### src/include/host_port_pkg.sv
// Purpose: shared constants and types of the host port block
// Assumes: 32K words of memory, eight dual-access blocks of 4K words
// Notes: control register bit positions are fixed here
package host_port_pkg;
   localparam int ADDR_W = 16;
   localparam int MEM_AW = 15;
   localparam int DATA_W = 16;
   localparam int BLOCK_W = 3;
   localparam int BLOCK_LSB = 12;

   typedef enum logic [1:0]
   {
      ACC_CTRL = 2'h0,
      ACC_DATA_INC = 2'h1,
      ACC_ADDR = 2'h2,
      ACC_DATA = 2'h3
   } access_e;

   localparam int CTL_BOB_BIT = 0;
   localparam int CTL_DUAL_BIT = 3;
   localparam int CTL_SEL_BIT = 4;
   localparam int CTL_BOB_STAT_BIT = 8;
   localparam logic [15:0] CTL_WR_MASK = 16'h0019;
   localparam logic [15:0] CTL_RESET = 16'h0000;
   localparam logic [15:0] ADDR_RESET = 16'h0000;
   localparam logic [15:0] DATA_RESET = 16'h0000;

   // settle time of the pin synchroniser before the strap is trusted
   localparam logic [2:0] STRAP_WAIT = 3'h4;

   typedef enum logic [2:0]
   {
      ST_IDLE = 3'h0,
      ST_RD_MEM = 3'h1,
      ST_RD_DATA = 3'h3,
      ST_RD_HOLD = 3'h2,
      ST_WR_LATCH = 3'h4,
      ST_WR_MEM = 3'h5
   } state_e;

   typedef struct packed
   {
      logic selN;
      logic strobeAN;
      logic strobeBN;
      logic addrStrobeN;
      logic [1:0] acc;
      logic dirRead;
      logic byteId;
      logic [15:0] addr;
      logic [15:0] data;
      logic strap;
   } pins_s;

   function automatic logic [BLOCK_W-1:0] blockOf(input logic [MEM_AW-1:0] a);
      blockOf = a[BLOCK_LSB +: BLOCK_W];
   endfunction
endpackage

### src/include/mem_arb_if.sv
// Purpose: request and grant wires between the port and the memory arbiter
// Assumes: one request per master per cycle
// Notes: block number picks one dual-access block
interface mem_arb_if
   import host_port_pkg::*;
   ();
   logic cpuReq;
   logic [BLOCK_W-1:0] cpuBlock;
   logic hostReq;
   logic [BLOCK_W-1:0] hostBlock;
   logic hostGnt;
   logic dmacReq;
   logic [BLOCK_W-1:0] dmacBlock;
   logic dmacGnt;

   modport arbiter
   (
      input cpuReq, cpuBlock, hostReq, hostBlock, dmacReq, dmacBlock,
      output hostGnt, dmacGnt
   );
   modport requester
   (
      output cpuReq, cpuBlock, hostReq, hostBlock, dmacReq, dmacBlock,
      input hostGnt, dmacGnt
   );
endinterface

### src/logic/host_port.sv
// Purpose: host parallel port reaching on-chip memory over an internal dma path
// Assumes: memory answers a granted read on the next clock
// Notes: strobes and select pass a three-stage synchroniser
// Functional notes
// - separate read and write address registers
// - dual bit: shared or independent address registers
// - single mode address write loads both
// - single mode auto-increment bumps both registers
// - single mode address read returns read register
// - dual mode select bit picks one register
// - select bit never steers memory addressing
// - dual mode increments only the used register
// - strap sampled at reset selects interface mode
// - narrow variant with strap low disables port
// - address strobe optional, byte line muxed only
// - wide mode uses 15-bit address bus
// - ready low while resources busy
// - control inputs captured first, then access starts
// - read fetches memory, ready high when valid
// - write latched at strobe rise, then stored
// - cpu wins shared block contention
// - host and dma controller round-robin per half
// - access codes: control, data inc, address, data
// - direction high reads, low writes
// - ready forced high while not selected
module host_port
   import host_port_pkg::*;
   #(
      parameter bit WIDE_PRESENT = 1'b1
   )
   (
      // clock and reset
      input wire logic clk_sys,
      input wire logic resetn,
      // host control pins
      input wire logic portSelectN,
      input wire logic dataStrobeAN,
      input wire logic dataStrobeBN,
      input wire logic addrStrobeN,
      input wire logic [1:0] accessTypeInputs,
      input wire logic directionInput,
      input wire logic byteIdLine,
      input wire logic modeStrapPin,
      // host buses
      input wire logic [ADDR_W-1:0] hostAddrBus,
      input wire logic [DATA_W-1:0] hostDataIn,
      output logic [DATA_W-1:0] hostDataOut,
      output logic hostDataOe,
      output logic portReadyOut,
      // memory port
      output logic memEnable,
      output logic memWrite,
      output logic [MEM_AW-1:0] memAddr,
      output logic [DATA_W-1:0] memWdata,
      input wire logic [DATA_W-1:0] memRdata,
      // other memory masters
      input wire logic cpuReq,
      input wire logic [BLOCK_W-1:0] cpuBlock,
      input wire logic dmacReq,
      input wire logic [BLOCK_W-1:0] dmacBlock,
      output logic dmacGrant,
      // status
      output logic muxModeOut,
      output logic portEnabledOut
   );

   pins_s pinRaw;
   pins_s sync1_q;
   pins_s sync2_q;
   pins_s sync3_q;
   pins_s pin_q;
   pins_s agree;
   logic [2:0] upCnt_q;
   logic modeValid_q;
   logic muxMode_q;
   logic portOn;
   logic csActive;
   logic strobeAct;
   logic captured_q;
   logic capture;
   logic asPrev_q;
   logic asFall;
   logic preValid_q;
   access_e preAcc_q;
   logic preDirRead_q;
   logic preSecond_q;
   access_e curAcc;
   logic curDirRead;
   logic curSecond;
   access_e acc_q;
   logic dirRead_q;
   logic second_q;
   state_e state_q;
   state_e state_d;
   logic [ADDR_W-1:0] readAddrReg_q;
   logic [ADDR_W-1:0] writeAddrReg_q;
   logic [DATA_W-1:0] portControlReg_q;
   logic [DATA_W-1:0] dataWindowReg_q;
   logic [DATA_W-1:0] hostDataOut_q;
   logic [DATA_W-1:0] ctrlView;
   logic [DATA_W-1:0] addrView;
   logic dualAddrBit;
   logic addrRegSelectBit;
   logic byteOrderBit;
   logic curValid;
   logic curFetch;
   logic wrRise;
   logic hostGnt;
   logic incRead;
   logic incWrite;
   logic busy;

   mem_arb_if arbBus();

   // byte lane of a muxed transfer
   function automatic logic laneHigh(input logic second, input logic byte_order_bit);
      laneHigh = ~(second ^ byte_order_bit);
   endfunction

   // value shown on the data bus for one transfer
   function automatic logic [DATA_W-1:0] readSel(input logic [DATA_W-1:0] w,
                                                 input logic mux, input logic high);
      if (!mux)
      begin
         readSel = w;
      end
      else
      begin
         readSel = {8'h00, high ? w[15:8] : w[7:0]};
      end
   endfunction

   // word after one host write, byte-wise in muxed mode
   function automatic logic [DATA_W-1:0] merge(input logic [DATA_W-1:0] old,
                                               input logic [DATA_W-1:0] din,
                                               input logic mux, input logic high);
      if (!mux)
      begin
         merge = din;
      end
      else if (high)
      begin
         merge = {din[7:0], old[7:0]};
      end
      else
      begin
         merge = {old[15:8], din[7:0]};
      end
   endfunction

   assign pinRaw = {portSelectN, dataStrobeAN, dataStrobeBN, addrStrobeN, accessTypeInputs,
                    directionInput, byteIdLine, hostAddrBus, hostDataIn, modeStrapPin};
   assign agree = ~(sync2_q ^ sync3_q);

   // pin synchroniser, a change counts once stages two and three agree
   always_ff @(posedge clk_sys or negedge resetn)
   begin
      if (!resetn)
      begin
         sync1_q <= '1;
         sync2_q <= '1;
         sync3_q <= '1;
         pin_q <= '1;
      end
      else
      begin
         sync1_q <= pinRaw;
         sync2_q <= sync1_q;
         sync3_q <= sync2_q;
         pin_q <= (agree & sync2_q) | (~agree & pin_q);
      end
   end

   // strap caught once the synchroniser has settled after release
   always_ff @(posedge clk_sys or negedge resetn)
   begin
      if (!resetn)
      begin
         upCnt_q <= 3'h0;
         modeValid_q <= 1'b0;
         muxMode_q <= 1'b0;
      end
      else if (!modeValid_q)
      begin
         upCnt_q <= upCnt_q + 3'h1;
         if (upCnt_q == STRAP_WAIT)
         begin
            modeValid_q <= 1'b1;
            muxMode_q <= pin_q.strap;
         end
      end
   end

   assign portOn = modeValid_q & (muxMode_q | WIDE_PRESENT);
   assign csActive = ~pin_q.selN;
   assign strobeAct = csActive & (pin_q.strobeAN ^ pin_q.strobeBN);
   assign capture = portOn & strobeAct & ~captured_q & (state_q == ST_IDLE);
   // address strobe counts only in muxed mode
   assign asFall = muxMode_q & asPrev_q & ~pin_q.addrStrobeN;

   // control capture on address strobe or internal strobe fall
   always_ff @(posedge clk_sys or negedge resetn)
   begin
      if (!resetn)
      begin
         asPrev_q <= 1'b1;
         preValid_q <= 1'b0;
         preAcc_q <= ACC_CTRL;
         preDirRead_q <= 1'b0;
         preSecond_q <= 1'b0;
      end
      else
      begin
         asPrev_q <= pin_q.addrStrobeN;
         // a fall together with the strobe leaves nothing stale behind
         if (asFall && !capture)
         begin
            preValid_q <= 1'b1;
            preAcc_q <= access_e'(pin_q.acc);
            preDirRead_q <= pin_q.dirRead;
            preSecond_q <= pin_q.byteId;
         end
         else if (capture)
         begin
            preValid_q <= 1'b0;
         end
      end
   end

   assign curAcc = preValid_q ? preAcc_q : access_e'(pin_q.acc);
   assign curDirRead = preValid_q ? preDirRead_q : pin_q.dirRead;
   // byte line ignored in wide mode
   assign curSecond = muxMode_q & (preValid_q ? preSecond_q : pin_q.byteId);
   // address and auto-increment codes exist only in muxed mode
   assign curValid = muxMode_q | (curAcc == ACC_CTRL) | (curAcc == ACC_DATA);
   assign curFetch = curAcc[0] & curValid & ~curSecond;

   always_ff @(posedge clk_sys or negedge resetn)
   begin
      if (!resetn)
      begin
         captured_q <= 1'b0;
         acc_q <= ACC_CTRL;
         dirRead_q <= 1'b0;
         second_q <= 1'b0;
      end
      else if (capture)
      begin
         captured_q <= 1'b1;
         acc_q <= curValid ? curAcc : ACC_CTRL;
         // refused code marked as a read so no register takes its write
         dirRead_q <= curDirRead | ~curValid;
         second_q <= curSecond;
      end
      else if (!strobeAct)
      begin
         captured_q <= 1'b0;
      end
   end

   assign byteOrderBit = portControlReg_q[CTL_BOB_BIT];
   assign dualAddrBit = portControlReg_q[CTL_DUAL_BIT];
   assign addrRegSelectBit = portControlReg_q[CTL_SEL_BIT];

   always_comb
   begin
      ctrlView = portControlReg_q;
      ctrlView[CTL_BOB_STAT_BIT] = byteOrderBit;
   end

   // host view of the address registers
   assign addrView = (!dualAddrBit || addrRegSelectBit) ? readAddrReg_q : writeAddrReg_q;

   always_comb
   begin
      state_d = state_q;
      case (state_q)
         ST_IDLE:
         begin
            if (capture)
            begin
               if (!curDirRead)
               begin
                  state_d = ST_WR_LATCH;
               end
               else if (curFetch)
               begin
                  state_d = ST_RD_MEM;
               end
               else
               begin
                  state_d = ST_RD_HOLD;
               end
            end
         end
         ST_RD_MEM:
         begin
            if (hostGnt)
            begin
               state_d = ST_RD_DATA;
            end
         end
         ST_RD_DATA:
         begin
            state_d = ST_RD_HOLD;
         end
         ST_RD_HOLD:
         begin
            // host releases its strobe once data is taken
            if (!strobeAct)
            begin
               state_d = ST_IDLE;
            end
         end
         ST_WR_LATCH:
         begin
            if (!strobeAct)
            begin
               if (acc_q[0] && (!muxMode_q || second_q))
               begin
                  state_d = ST_WR_MEM;
               end
               else
               begin
                  state_d = ST_IDLE;
               end
            end
         end
         ST_WR_MEM:
         begin
            if (hostGnt)
            begin
               state_d = ST_IDLE;
            end
         end
         default:
         begin
            state_d = ST_IDLE;
         end
      endcase
   end

   always_ff @(posedge clk_sys or negedge resetn)
   begin
      if (!resetn)
      begin
         state_q <= ST_IDLE;
      end
      else
      begin
         state_q <= state_d;
      end
   end

   assign wrRise = (state_q == ST_WR_LATCH) & ~strobeAct & ~dirRead_q;
   assign incRead = (state_q == ST_RD_MEM) & hostGnt & (acc_q == ACC_DATA_INC);
   assign incWrite = (state_q == ST_WR_MEM) & hostGnt & (acc_q == ACC_DATA_INC);

   // control register, written by the host only
   always_ff @(posedge clk_sys or negedge resetn)
   begin
      if (!resetn)
      begin
         portControlReg_q <= CTL_RESET;
      end
      else if (wrRise && acc_q == ACC_CTRL)
      begin
         portControlReg_q <= merge(portControlReg_q, pin_q.data, muxMode_q,
                                   laneHigh(second_q, byteOrderBit)) & CTL_WR_MASK;
      end
   end

   // address registers
   always_ff @(posedge clk_sys or negedge resetn)
   begin
      if (!resetn)
      begin
         readAddrReg_q <= ADDR_RESET;
         writeAddrReg_q <= ADDR_RESET;
      end
      else if (capture && !muxMode_q)
      begin
         // wide mode: 15-bit address, top bit dropped
         readAddrReg_q <= {1'b0, pin_q.addr[MEM_AW-1:0]};
         writeAddrReg_q <= {1'b0, pin_q.addr[MEM_AW-1:0]};
      end
      else if (wrRise && acc_q == ACC_ADDR)
      begin
         if (!dualAddrBit || addrRegSelectBit)
         begin
            readAddrReg_q <= merge(addrView, pin_q.data, 1'b1,
                                   laneHigh(second_q, byteOrderBit));
         end
         if (!dualAddrBit || !addrRegSelectBit)
         begin
            writeAddrReg_q <= merge(addrView, pin_q.data, 1'b1,
                                    laneHigh(second_q, byteOrderBit));
         end
      end
      else if (incRead || incWrite)
      begin
         // post-increment wraps at the register width
         if (!dualAddrBit || incRead)
         begin
            readAddrReg_q <= readAddrReg_q + 16'h0001;
         end
         if (!dualAddrBit || incWrite)
         begin
            writeAddrReg_q <= writeAddrReg_q + 16'h0001;
         end
      end
   end

   // data register
   always_ff @(posedge clk_sys or negedge resetn)
   begin
      if (!resetn)
      begin
         dataWindowReg_q <= DATA_RESET;
      end
      else if (state_q == ST_RD_DATA)
      begin
         dataWindowReg_q <= memRdata;
      end
      else if (wrRise && acc_q[0])
      begin
         dataWindowReg_q <= merge(dataWindowReg_q, pin_q.data, muxMode_q,
                                  laneHigh(second_q, byteOrderBit));
      end
   end

   // read data held on the bus until the strobe is released
   always_ff @(posedge clk_sys or negedge resetn)
   begin
      if (!resetn)
      begin
         hostDataOut_q <= DATA_RESET;
      end
      else if (state_q == ST_RD_DATA)
      begin
         hostDataOut_q <= readSel(memRdata, muxMode_q, laneHigh(second_q, byteOrderBit));
      end
      else if (capture && curDirRead)
      begin
         case (curAcc)
            ACC_CTRL:
            begin
               hostDataOut_q <= readSel(ctrlView, muxMode_q,
                                        laneHigh(curSecond, byteOrderBit));
            end
            ACC_ADDR:
            begin
               hostDataOut_q <= curValid ? readSel(addrView, 1'b1,
                                        laneHigh(curSecond, byteOrderBit)) : DATA_RESET;
            end
            default:
            begin
               hostDataOut_q <= curValid ? readSel(dataWindowReg_q, 1'b1,
                                        laneHigh(curSecond, byteOrderBit)) : DATA_RESET;
            end
         endcase
      end
   end

   assign hostDataOut = hostDataOut_q;
   assign hostDataOe = (state_q == ST_RD_HOLD) & strobeAct;

   // busy while memory is pending, a strobe is not yet taken or read data not yet loaded
   assign busy = (state_q == ST_RD_MEM) | (state_q == ST_RD_DATA) | (state_q == ST_WR_MEM)
                 | (strobeAct & ~captured_q & ~(capture & ~curDirRead));
   assign portReadyOut = ~csActive | ~portOn | ~busy;

   // dma path: read register for reads, write register for writes
   assign memAddr = (state_q == ST_WR_MEM) ? writeAddrReg_q[MEM_AW-1:0]
                                           : readAddrReg_q[MEM_AW-1:0];
   assign memEnable = hostGnt;
   assign memWrite = hostGnt & (state_q == ST_WR_MEM);
   assign memWdata = dataWindowReg_q;

   assign arbBus.cpuReq = cpuReq;
   assign arbBus.cpuBlock = cpuBlock;
   assign arbBus.dmacReq = dmacReq;
   assign arbBus.dmacBlock = dmacBlock;
   assign arbBus.hostReq = (state_q == ST_RD_MEM) | (state_q == ST_WR_MEM);
   assign arbBus.hostBlock = blockOf(memAddr);
   assign hostGnt = arbBus.hostGnt;
   assign dmacGrant = arbBus.dmacGnt;

   dual_ram_arbiter uArb
   (
      .clk_sys(clk_sys),
      .resetn(resetn),
      .arb(arbBus.arbiter)
   );

   assign muxModeOut = muxMode_q;
   assign portEnabledOut = portOn;
endmodule

### src/logic/dual_ram_arbiter.sv
// Purpose: arbitration of host path and dma controller against the cpu
// Assumes: cpu always proceeds; top bit of the block number names the half
// Notes: one round-robin pointer per half
module dual_ram_arbiter
   import host_port_pkg::*;
   (
      // clock and reset
      input wire logic clk_sys,
      input wire logic resetn,
      // masters
      mem_arb_if.arbiter arb
   );

   logic [1:0] favorHost_q;
   logic hostOk;
   logic dmacOk;
   logic clash;
   logic half;

   // cpu owns a block it asks for
   assign hostOk = arb.hostReq & ~(arb.cpuReq & (arb.cpuBlock == arb.hostBlock));
   assign dmacOk = arb.dmacReq & ~(arb.cpuReq & (arb.cpuBlock == arb.dmacBlock));
   assign half = arb.hostBlock[BLOCK_W-1];
   assign clash = hostOk & dmacOk & (half == arb.dmacBlock[BLOCK_W-1]);
   assign arb.hostGnt = hostOk & (~clash | favorHost_q[half]);
   assign arb.dmacGnt = dmacOk & (~clash | ~favorHost_q[half]);

   always_ff @(posedge clk_sys or negedge resetn)
   begin
      if (!resetn)
      begin
         favorHost_q <= 2'h3;
      end
      else if (clash)
      begin
         favorHost_q[half] <= ~favorHost_q[half];
      end
   end
endmodule

### config.mk
export PLATFORM = sky130hd
export DESIGN_NAME = host_port
export DESIGN_NICKNAME = d
export VERILOG_FILES = /design/src/include/host_port_pkg.sv /design/src/include/mem_arb_if.sv /design/src/logic/host_port.sv /design/src/logic/dual_ram_arbiter.sv
export SDC_FILE = /design/constraint.sdc
export NUM_CORES = 1
export LEC_CHECK = 0
export BUFFER_PORTS_ARGS = -buffer_cell sky130_fd_sc_hd__clkbuf_2
export CORE_MARGIN = 2
export CORE_UTILIZATION = 61
export CTS_BUF_LIST = sky130_fd_sc_hd__clkbuf_8
export DETAILED_ROUTE_END_ITERATION = 8
export GPL_ROUTABILITY_DRIVEN = 0
export MAX_ROUTING_LAYER = met4
export PLACE_DENSITY = 0.87
export SYNTH_ARGS = -nofsm -noshare
export SYNTH_HDL_FRONTEND = slang
export SYNTH_SLANG_ARGS = --single-unit
### constraint.sdc
create_clock -name clk_sys -period 2.9 [get_ports clk_sys]
set_input_delay 0.58 -clock clk_sys [delete_from_list [all_inputs] [get_ports clk_sys]]
set_output_delay 0.58 -clock clk_sys [all_outputs]
set_load 0.03 [all_outputs]
; Word level (Yosys, flattened, before mapping)
; Cells that the tools add are included.
; Widths: inputs -> output; s select.
[totals]
in_bits = 67
word_cells = 239
ff_bits = 252
output_inout_bits = 54
[classes]
muxes = 54
eq_ne = 24
n_addsub = 3
order_cmp = 2
bitwise = 62
n_reduce_logical = 34
[op_table]
columns = op, n
row1 = $mux 16, 19
row2 = $and 41x41->41, 2
row3 = $not 41->41, 2
row4 = $or 41x41->41, 1
row5 = $xor 41x41->41, 1
row6 = $mux 8, 5
row7 = $add 16x1->16 const B, 2
row8 = $pmux 16 s2, 1
row9 = $and 1x1->1, 27
row10 = $mux 3, 7
row11 = $pmux 3 s6, 1
row12 = $mux 15, 1
row13 = $mux 5, 3
row14 = $not 1->1, 15
row15 = $mux 1, 11
row16 = $or 1x1->1, 11
row17 = $ne 2x2->1 const B, 5
row18 = $eq 3x3->1 const B, 3
row19 = $mux 9, 1
row20 = $ne 3x2->1 const B, 3
row21 = $reduce_bool 3->1, 3
row22 = $logic_and 1x1->1, 8
row23 = $reduce_and 2->1, 4
row24 = $eq 2x2->1 const B, 3
row25 = other kinds (21), 40

; Depth between registers and ports, before layout
[logic_depth]
word_depth = 18
depth_mapped = 9
ltp_nobuf = 7

; By module
; From an unflattened synthesis, not the netlist that was laid out.
[hier_totals]
hier_cells = 879
area_unflattened_um2 = 10633.9
[by_module_without_submodules]
columns = module, area_each_um2, seq_area_each_um2, cells_per_inst, instances
row1 = host_port, 10418.7, 6357.3, 856, 1
row2 = dual_ram_arbiter, 215.2, 52.6, 23, 1

; Worst setup path after synthesis
; Ideal clock, no wire load.
[synth_path]
path_kind = reg-to-output
start = register state_q[1]
end = output memWrite
required_time_ps = 2320
t_arrival_ps = 2305
path_stages_with_launch = 7
n_path_buf = 1
path_slack_ps = 15
cell_sequence = dfrtp_1 > buf_4 > nand3b_4 > mux2i_2 > mux2_4 > o21a_1 > nor2b_1
[synth_via]
elab_chain_len = 12
elab_cells_between_ends = 17
classes_between = eq/ne: 4 / mux: 3 / bitwise: 10
[synth_rtl]
columns = item, line_no
row1 = "start, declared", host_port.sv:93  ; state_e state_q;
row2 = "start signal, assigned", host_port.sv:351  ; state_q <= state_d;
row3 = $eq 3x3->1 (*), host_port.sv:474  ; assign memAddr = (state_q == ST_WR_MEM) ? writeAddrReg_q[MEM_AW-1:0]
row4 = $mux 15 (*), host_port.sv:474
row5 = via memAddr[14], host_port.sv:53  ; output logic [MEM_AW-1:0] memAddr,
row6 = $eq 3x3->1, dual_ram_arbiter.sv:21  ; assign hostOk = arb.hostReq & ~(arb.cpuReq & (arb.cpuBlock == arb.hostBlock));
row7 = $and 1x1->1, dual_ram_arbiter.sv:21
row8 = $not 1->1, dual_ram_arbiter.sv:21
row9 = $and 1x1->1, dual_ram_arbiter.sv:21
row10 = $and 1x1->1 (2 in a row), dual_ram_arbiter.sv:24  ; assign clash = hostOk & dmacOk & (half == arb.dmacBlock[BLOCK_W-1]);
row11 = $not 1->1, dual_ram_arbiter.sv:25  ; assign arb.hostGnt = hostOk & (~clash | favorHost_q[half]);
row12 = $or 1x1->1, dual_ram_arbiter.sv:25
row13 = $and 1x1->1 (*), dual_ram_arbiter.sv:25
row14 = via memEnable, host_port.sv:51  ; output logic memEnable,
row15 = $and 1x1->1 (*), host_port.sv:477  ; assign memWrite = hostGnt & (state_q == ST_WR_MEM);
row16 = "end, declared", host_port.sv:52  ; output logic memWrite,
; The timed path passes the listed nets; every way through them passes the cells marked *. The select of a mux whose other input is x is not followed.

; Worst setup path after layout
[layout_path]
start = register state_q[2]
end = output memWrite
[layout_via]
elab_chain_len = 12
elab_cells_between_ends = 17
classes_between = eq/ne: 4 / mux: 3 / bitwise: 10
[layout_rtl]
columns = item, line_no
row1 = $eq 3x3->1, "host_port.sv:474, host_port.sv:477, host_port.sv:484"
row2 = $mux 15, host_port.sv:474
row3 = $eq 3x3->1, dual_ram_arbiter.sv:21
row4 = $and 1x1->1, dual_ram_arbiter.sv:21
row5 = $not 1->1, dual_ram_arbiter.sv:21
row6 = $and 1x1->1, dual_ram_arbiter.sv:21
row7 = $and 1x1->1 (2 in a row), dual_ram_arbiter.sv:24
row8 = $not 1->1, dual_ram_arbiter.sv:25
row9 = $or 1x1->1, dual_ram_arbiter.sv:25
row10 = $and 1x1->1, dual_ram_arbiter.sv:25
row11 = $and 1x1->1 (*), host_port.sv:477
; Mark *: on every way between the ends. The rest lies on a longest branch, timed or not. The select of a mux whose other input is x is not followed.

==> Flow_metrics.wiki <==
{| class="wikitable"
! Metric !! Value
|-
| Result of the run || complete, no violations
|-
| N_diodes || 0
|-
| Die W || roughly 140 um
|-
| Number of placed I/O pins || between 100 and 150
|-
| Bufs on Longest Clock Path || 3
|-
| Count of flip-flops with a built-in enable after synthesis || 0
|-
| Largest net degree at the start of global routing || 88
|-
| Vertical die dimension || 138 um
|-
| Library cell with the highest instance count after synthesis || sky130_fd_sc_hd__dfstp_2
|-
| Max-cap violations || 0
|-
| Post-synthesis net count || ~1,000
|-
| Placement row count || 49
|-
| Register bit total from synthesis || 248
|-
| Clk root buf || sky130_fd_sc_hd__clkbuf_8
|-
| Drt initial violations || 887
|-
| Post-route worst hold slack || 48.2 ps
|-
| Setup slack at placement || between 200 and 300 ps
|-
| Period utilisation layout || 0.984
|-
| Vias in the first global route || 8,410
|-
| First drt pass iteration count || 6
|-
| NumNets Final || 1,150
|-
| Area share of the leading cell type in the synthesized netlist || 0.390
|-
| Total power || 12.7 mW
|-
| Cell area after synthesis || 0.0110 mm^2
|-
| Count of endpoints failing hold in the final timing report || 0
|-
| Clock-pin transition on the worst setup and hold timing paths || 60 ps
|-
| Xor and xnor fraction of the mapped netlist area || 0.0183
|-
| Worst Max-Slew Pin Slew || between 600 and 700 ps
|-
| Setup WS post-layout || 47.3 ps
|-
| Layout cells sized above 1 || 0.425
|-
| Area growth from synthesis to final layout || 18.8%
|-
| Dominant cells by area after synthesis || sky130_fd_sc_hd__dfstp_2, sky130_fd_sc_hd__dfrtp_1, sky130_fd_sc_hd__mux2_2
|-
| Total power divided by cell area || 971 mW/mm^2
|-
| R2R depth || 8
|-
| CTS tree || done
|-
| Total count of max-transition violations in the final report || 0
|-
| Final wirelength || 26,300 um
|-
| Final setup vio count || 0
|-
| Peak supply drop || about 0.51 mV
|-
| Most used standard cells in the synthesized netlist || sky130_fd_sc_hd__dfstp_2, sky130_fd_sc_hd__dfrtp_1, sky130_fd_sc_hd__o21ai_0
|-
| Num Clock Sinks || 248
|-
| Number of buffers added by the clock tree synthesis step || 41
|-
| First-pass GRT wire length || 42,800 um
|-
| Post-detailed-placement cell area || 0.0120 mm^2
|-
| Fraction of synthesized area in multiplexers || 0.0928
|-
| Complex-gate fraction of the synthesized area || 0.140
|-
| Share of synthesized cell area in full adder, half adder and majority cells || 0.0410
|-
| Initial cell density of the core || 0.616
|-
| Post-route cell area || 0.0131 mm^2
|-
| Crit path time final || 2850 ps
|-
| Endpoint class of the critical path || primary output
|-
| CP Data Required Time || 2320 ps
|-
| Core Area || 0.0178 mm^2
|-
| Mapped Cells || 912
|-
| Clk Latency, worst-skew pair || 560 ps
|-
| Vias per inst || around 6.2
|-
| Distinct cells, synth || 74
|-
| H-tree Lvls || 2
|-
| Die ar. || 0.0191 mm^2
|-
| Aggregate global-route resource usage || 0.286
|-
| Final cell utilization of the core || 0.732
|-
| Biggest fanout along the worst timing path || 6
|-
| Data arrival time of the critical path || 2270 ps
|-
| Cell taking the most area after synthesis || sky130_fd_sc_hd__dfstp_2
|-
| Leak || 5.74 nW
|-
| Number of DRC violations after detailed routing || 0
|-
| Number of antenna violations at the first check in global routing || 0
|-
| Total half-perimeter wirelength after legalization and detailed placement || about 17,000 um
|-
| Syn_area_per_cell || around 12 um^2
|-
| Dominant combinational cell family by area after synthesis || compound AO/OA/AOI/OAI gates
|-
| Syn. warnings || 0
|-
| Worst reg2reg path endpoint || writeAddrReg_q[5]$_DFFE_PN0P_
|-
| Overall overflow remaining after global route || 0
|-
| Register area share after synthesis || 0.583
|-
| Count of input and output buffers || 119
|-
| Per-cell routed wire length || between 15 and 20 um
|-
| Worst flop-to-flop path startpoint || state_q[2]$_DFFE_PN0P_
|-
| Slack of the worst reg-to-reg path || 140 ps
|-
| Slew Limit Headroom || 0.557
|-
| Post-synth top flop || sky130_fd_sc_hd__dfstp_2
|-
| Final ANT Viol Nets || 0
|-
| Fraction of registers with async set or reset after synthesis || 1.00
|-
| Clock tree skew after final layout || 46.7 ps
|-
| Crit path launch type || register
|-
| Vias after detailed routing || a little over 8k
|-
| Simple-gate share of the synthesized area || 0.0955
|-
| Hold WC Path Type || input pin to asynchronous set/reset pin
|-
| Fill count || between 1k and 1.5k
|-
| Category of the critical setup timing path || register to primary output
|-
| Achievable frequency || 351 MHz
|}
[final cells by class]
type | instances | area (um^2) | area share
well taps | 229 | 287 | 0.0219
clock buffers | 50 | 688 | 0.0527
clock inverters | 25 | 195 | 0.0149
inverters | 27 | 101 | 0.00776
multi-input cells | 594 | 4360 | 0.334
flip-flops and latches | 248 | 6410 | 0.491
repair buffers | 167 | 1020 | 0.0779
[cells in the final DEF, fill, tap and decap left out, types with 35 or more instances in the layout]
master	netlist	routed
sky130_fd_sc_hd__dfstp_2	163	163
sky130_fd_sc_hd__clkbuf_2	0	114
sky130_fd_sc_hd__dfrtp_1	85	83
sky130_fd_sc_hd__o21ai_0	70	69
sky130_fd_sc_hd__nand2_1	68	68
sky130_fd_sc_hd__clkbuf_8	0	50
sky130_fd_sc_hd__buf_4	3	48
sky130_fd_sc_hd__mux2i_1	48	45
sky130_fd_sc_hd__mux2_2	44	44
sky130_fd_sc_hd__a21oi_1	43	42
sky130_fd_sc_hd__inv_1	27	40
sky130_fd_sc_hd__maj3_1	40	40
sky130_fd_sc_hd__nor2_1	35	35
[timing repair]
action                                  CTS  global route
pin swaps                                 3             8
hold buffers                              0             0
endpoints found under the hold margin     0             0
buffers inserted                          5             5
endpoints found under the setup margin    5             4
resized for setup                        10            18
[per-stage QoR]
step                      std cells  setup TNS [ps]
after detailed placement       1255               0
after CTS                      1335               0
final                          1340               0
after global placement         1255               0
after global routing           1340           -40.2
after floorplan                 912               0
[how the worst max path moves through the flow]
stage	start	to	slack, ps	cells past startpoint
detailed placement	state_q[2]$_DFFE_PN0P_	writeAddrReg_q[5]$_DFFE_PN0P_	280	7
global placement	state_q[2]$_DFFE_PN0P_	writeAddrReg_q[5]$_DFFE_PN0P_	320	7
finish	state_q[2]$_DFFE_PN0P_	memWrite	50	7
CTS	state_q[2]$_DFFE_PN0P_	dmacGrant	10	6
global route	state_q[2]$_DFFE_PN0P_	memWrite	-40	7
floorplan	state_q[1]$_DFFE_PN0P_	memWrite	20	6
[critical path, stage by stage (launching register included)]
cell and delay (ps):
sky130_fd_sc_hd__dfrtp_2 500, sky130_fd_sc_hd__nand3b_4 140, sky130_fd_sc_hd__buf_4 160, sky130_fd_sc_hd__o21ai_1 110
sky130_fd_sc_hd__nand4_1 240, sky130_fd_sc_hd__o21a_1 270, sky130_fd_sc_hd__nor2b_1 130, sky130_fd_sc_hd__buf_4 160
[metal layers]
metal,share of wire,vias to the layer above,track usage
met5,0,-,-
met4,0.046,0,0.148
met3,0.086,110,0.0530
met2,0.47,483,0.429
met1,0.40,4035,0.375
li1,-,3664,-
[where the power goes]
| part | internal, mW | switching, mW |
|---|---|---|
| sequential | 4.21 | 0.703 |
| combinational | 1.80 | 2.75 |
| clock | 1.84 | 1.38 |
[kinds of logic after synthesis]
| group | count (synthesis) |
|---|---|
| buf+inv | 70 |
| xor+xnor | 23 |
| simple gates | 204 |
| mux | 95 |
| fa+ha+maj | 44 |
| compound gates | 228 |
| flops | 248 |
Power figures use the tool's default switching activity.
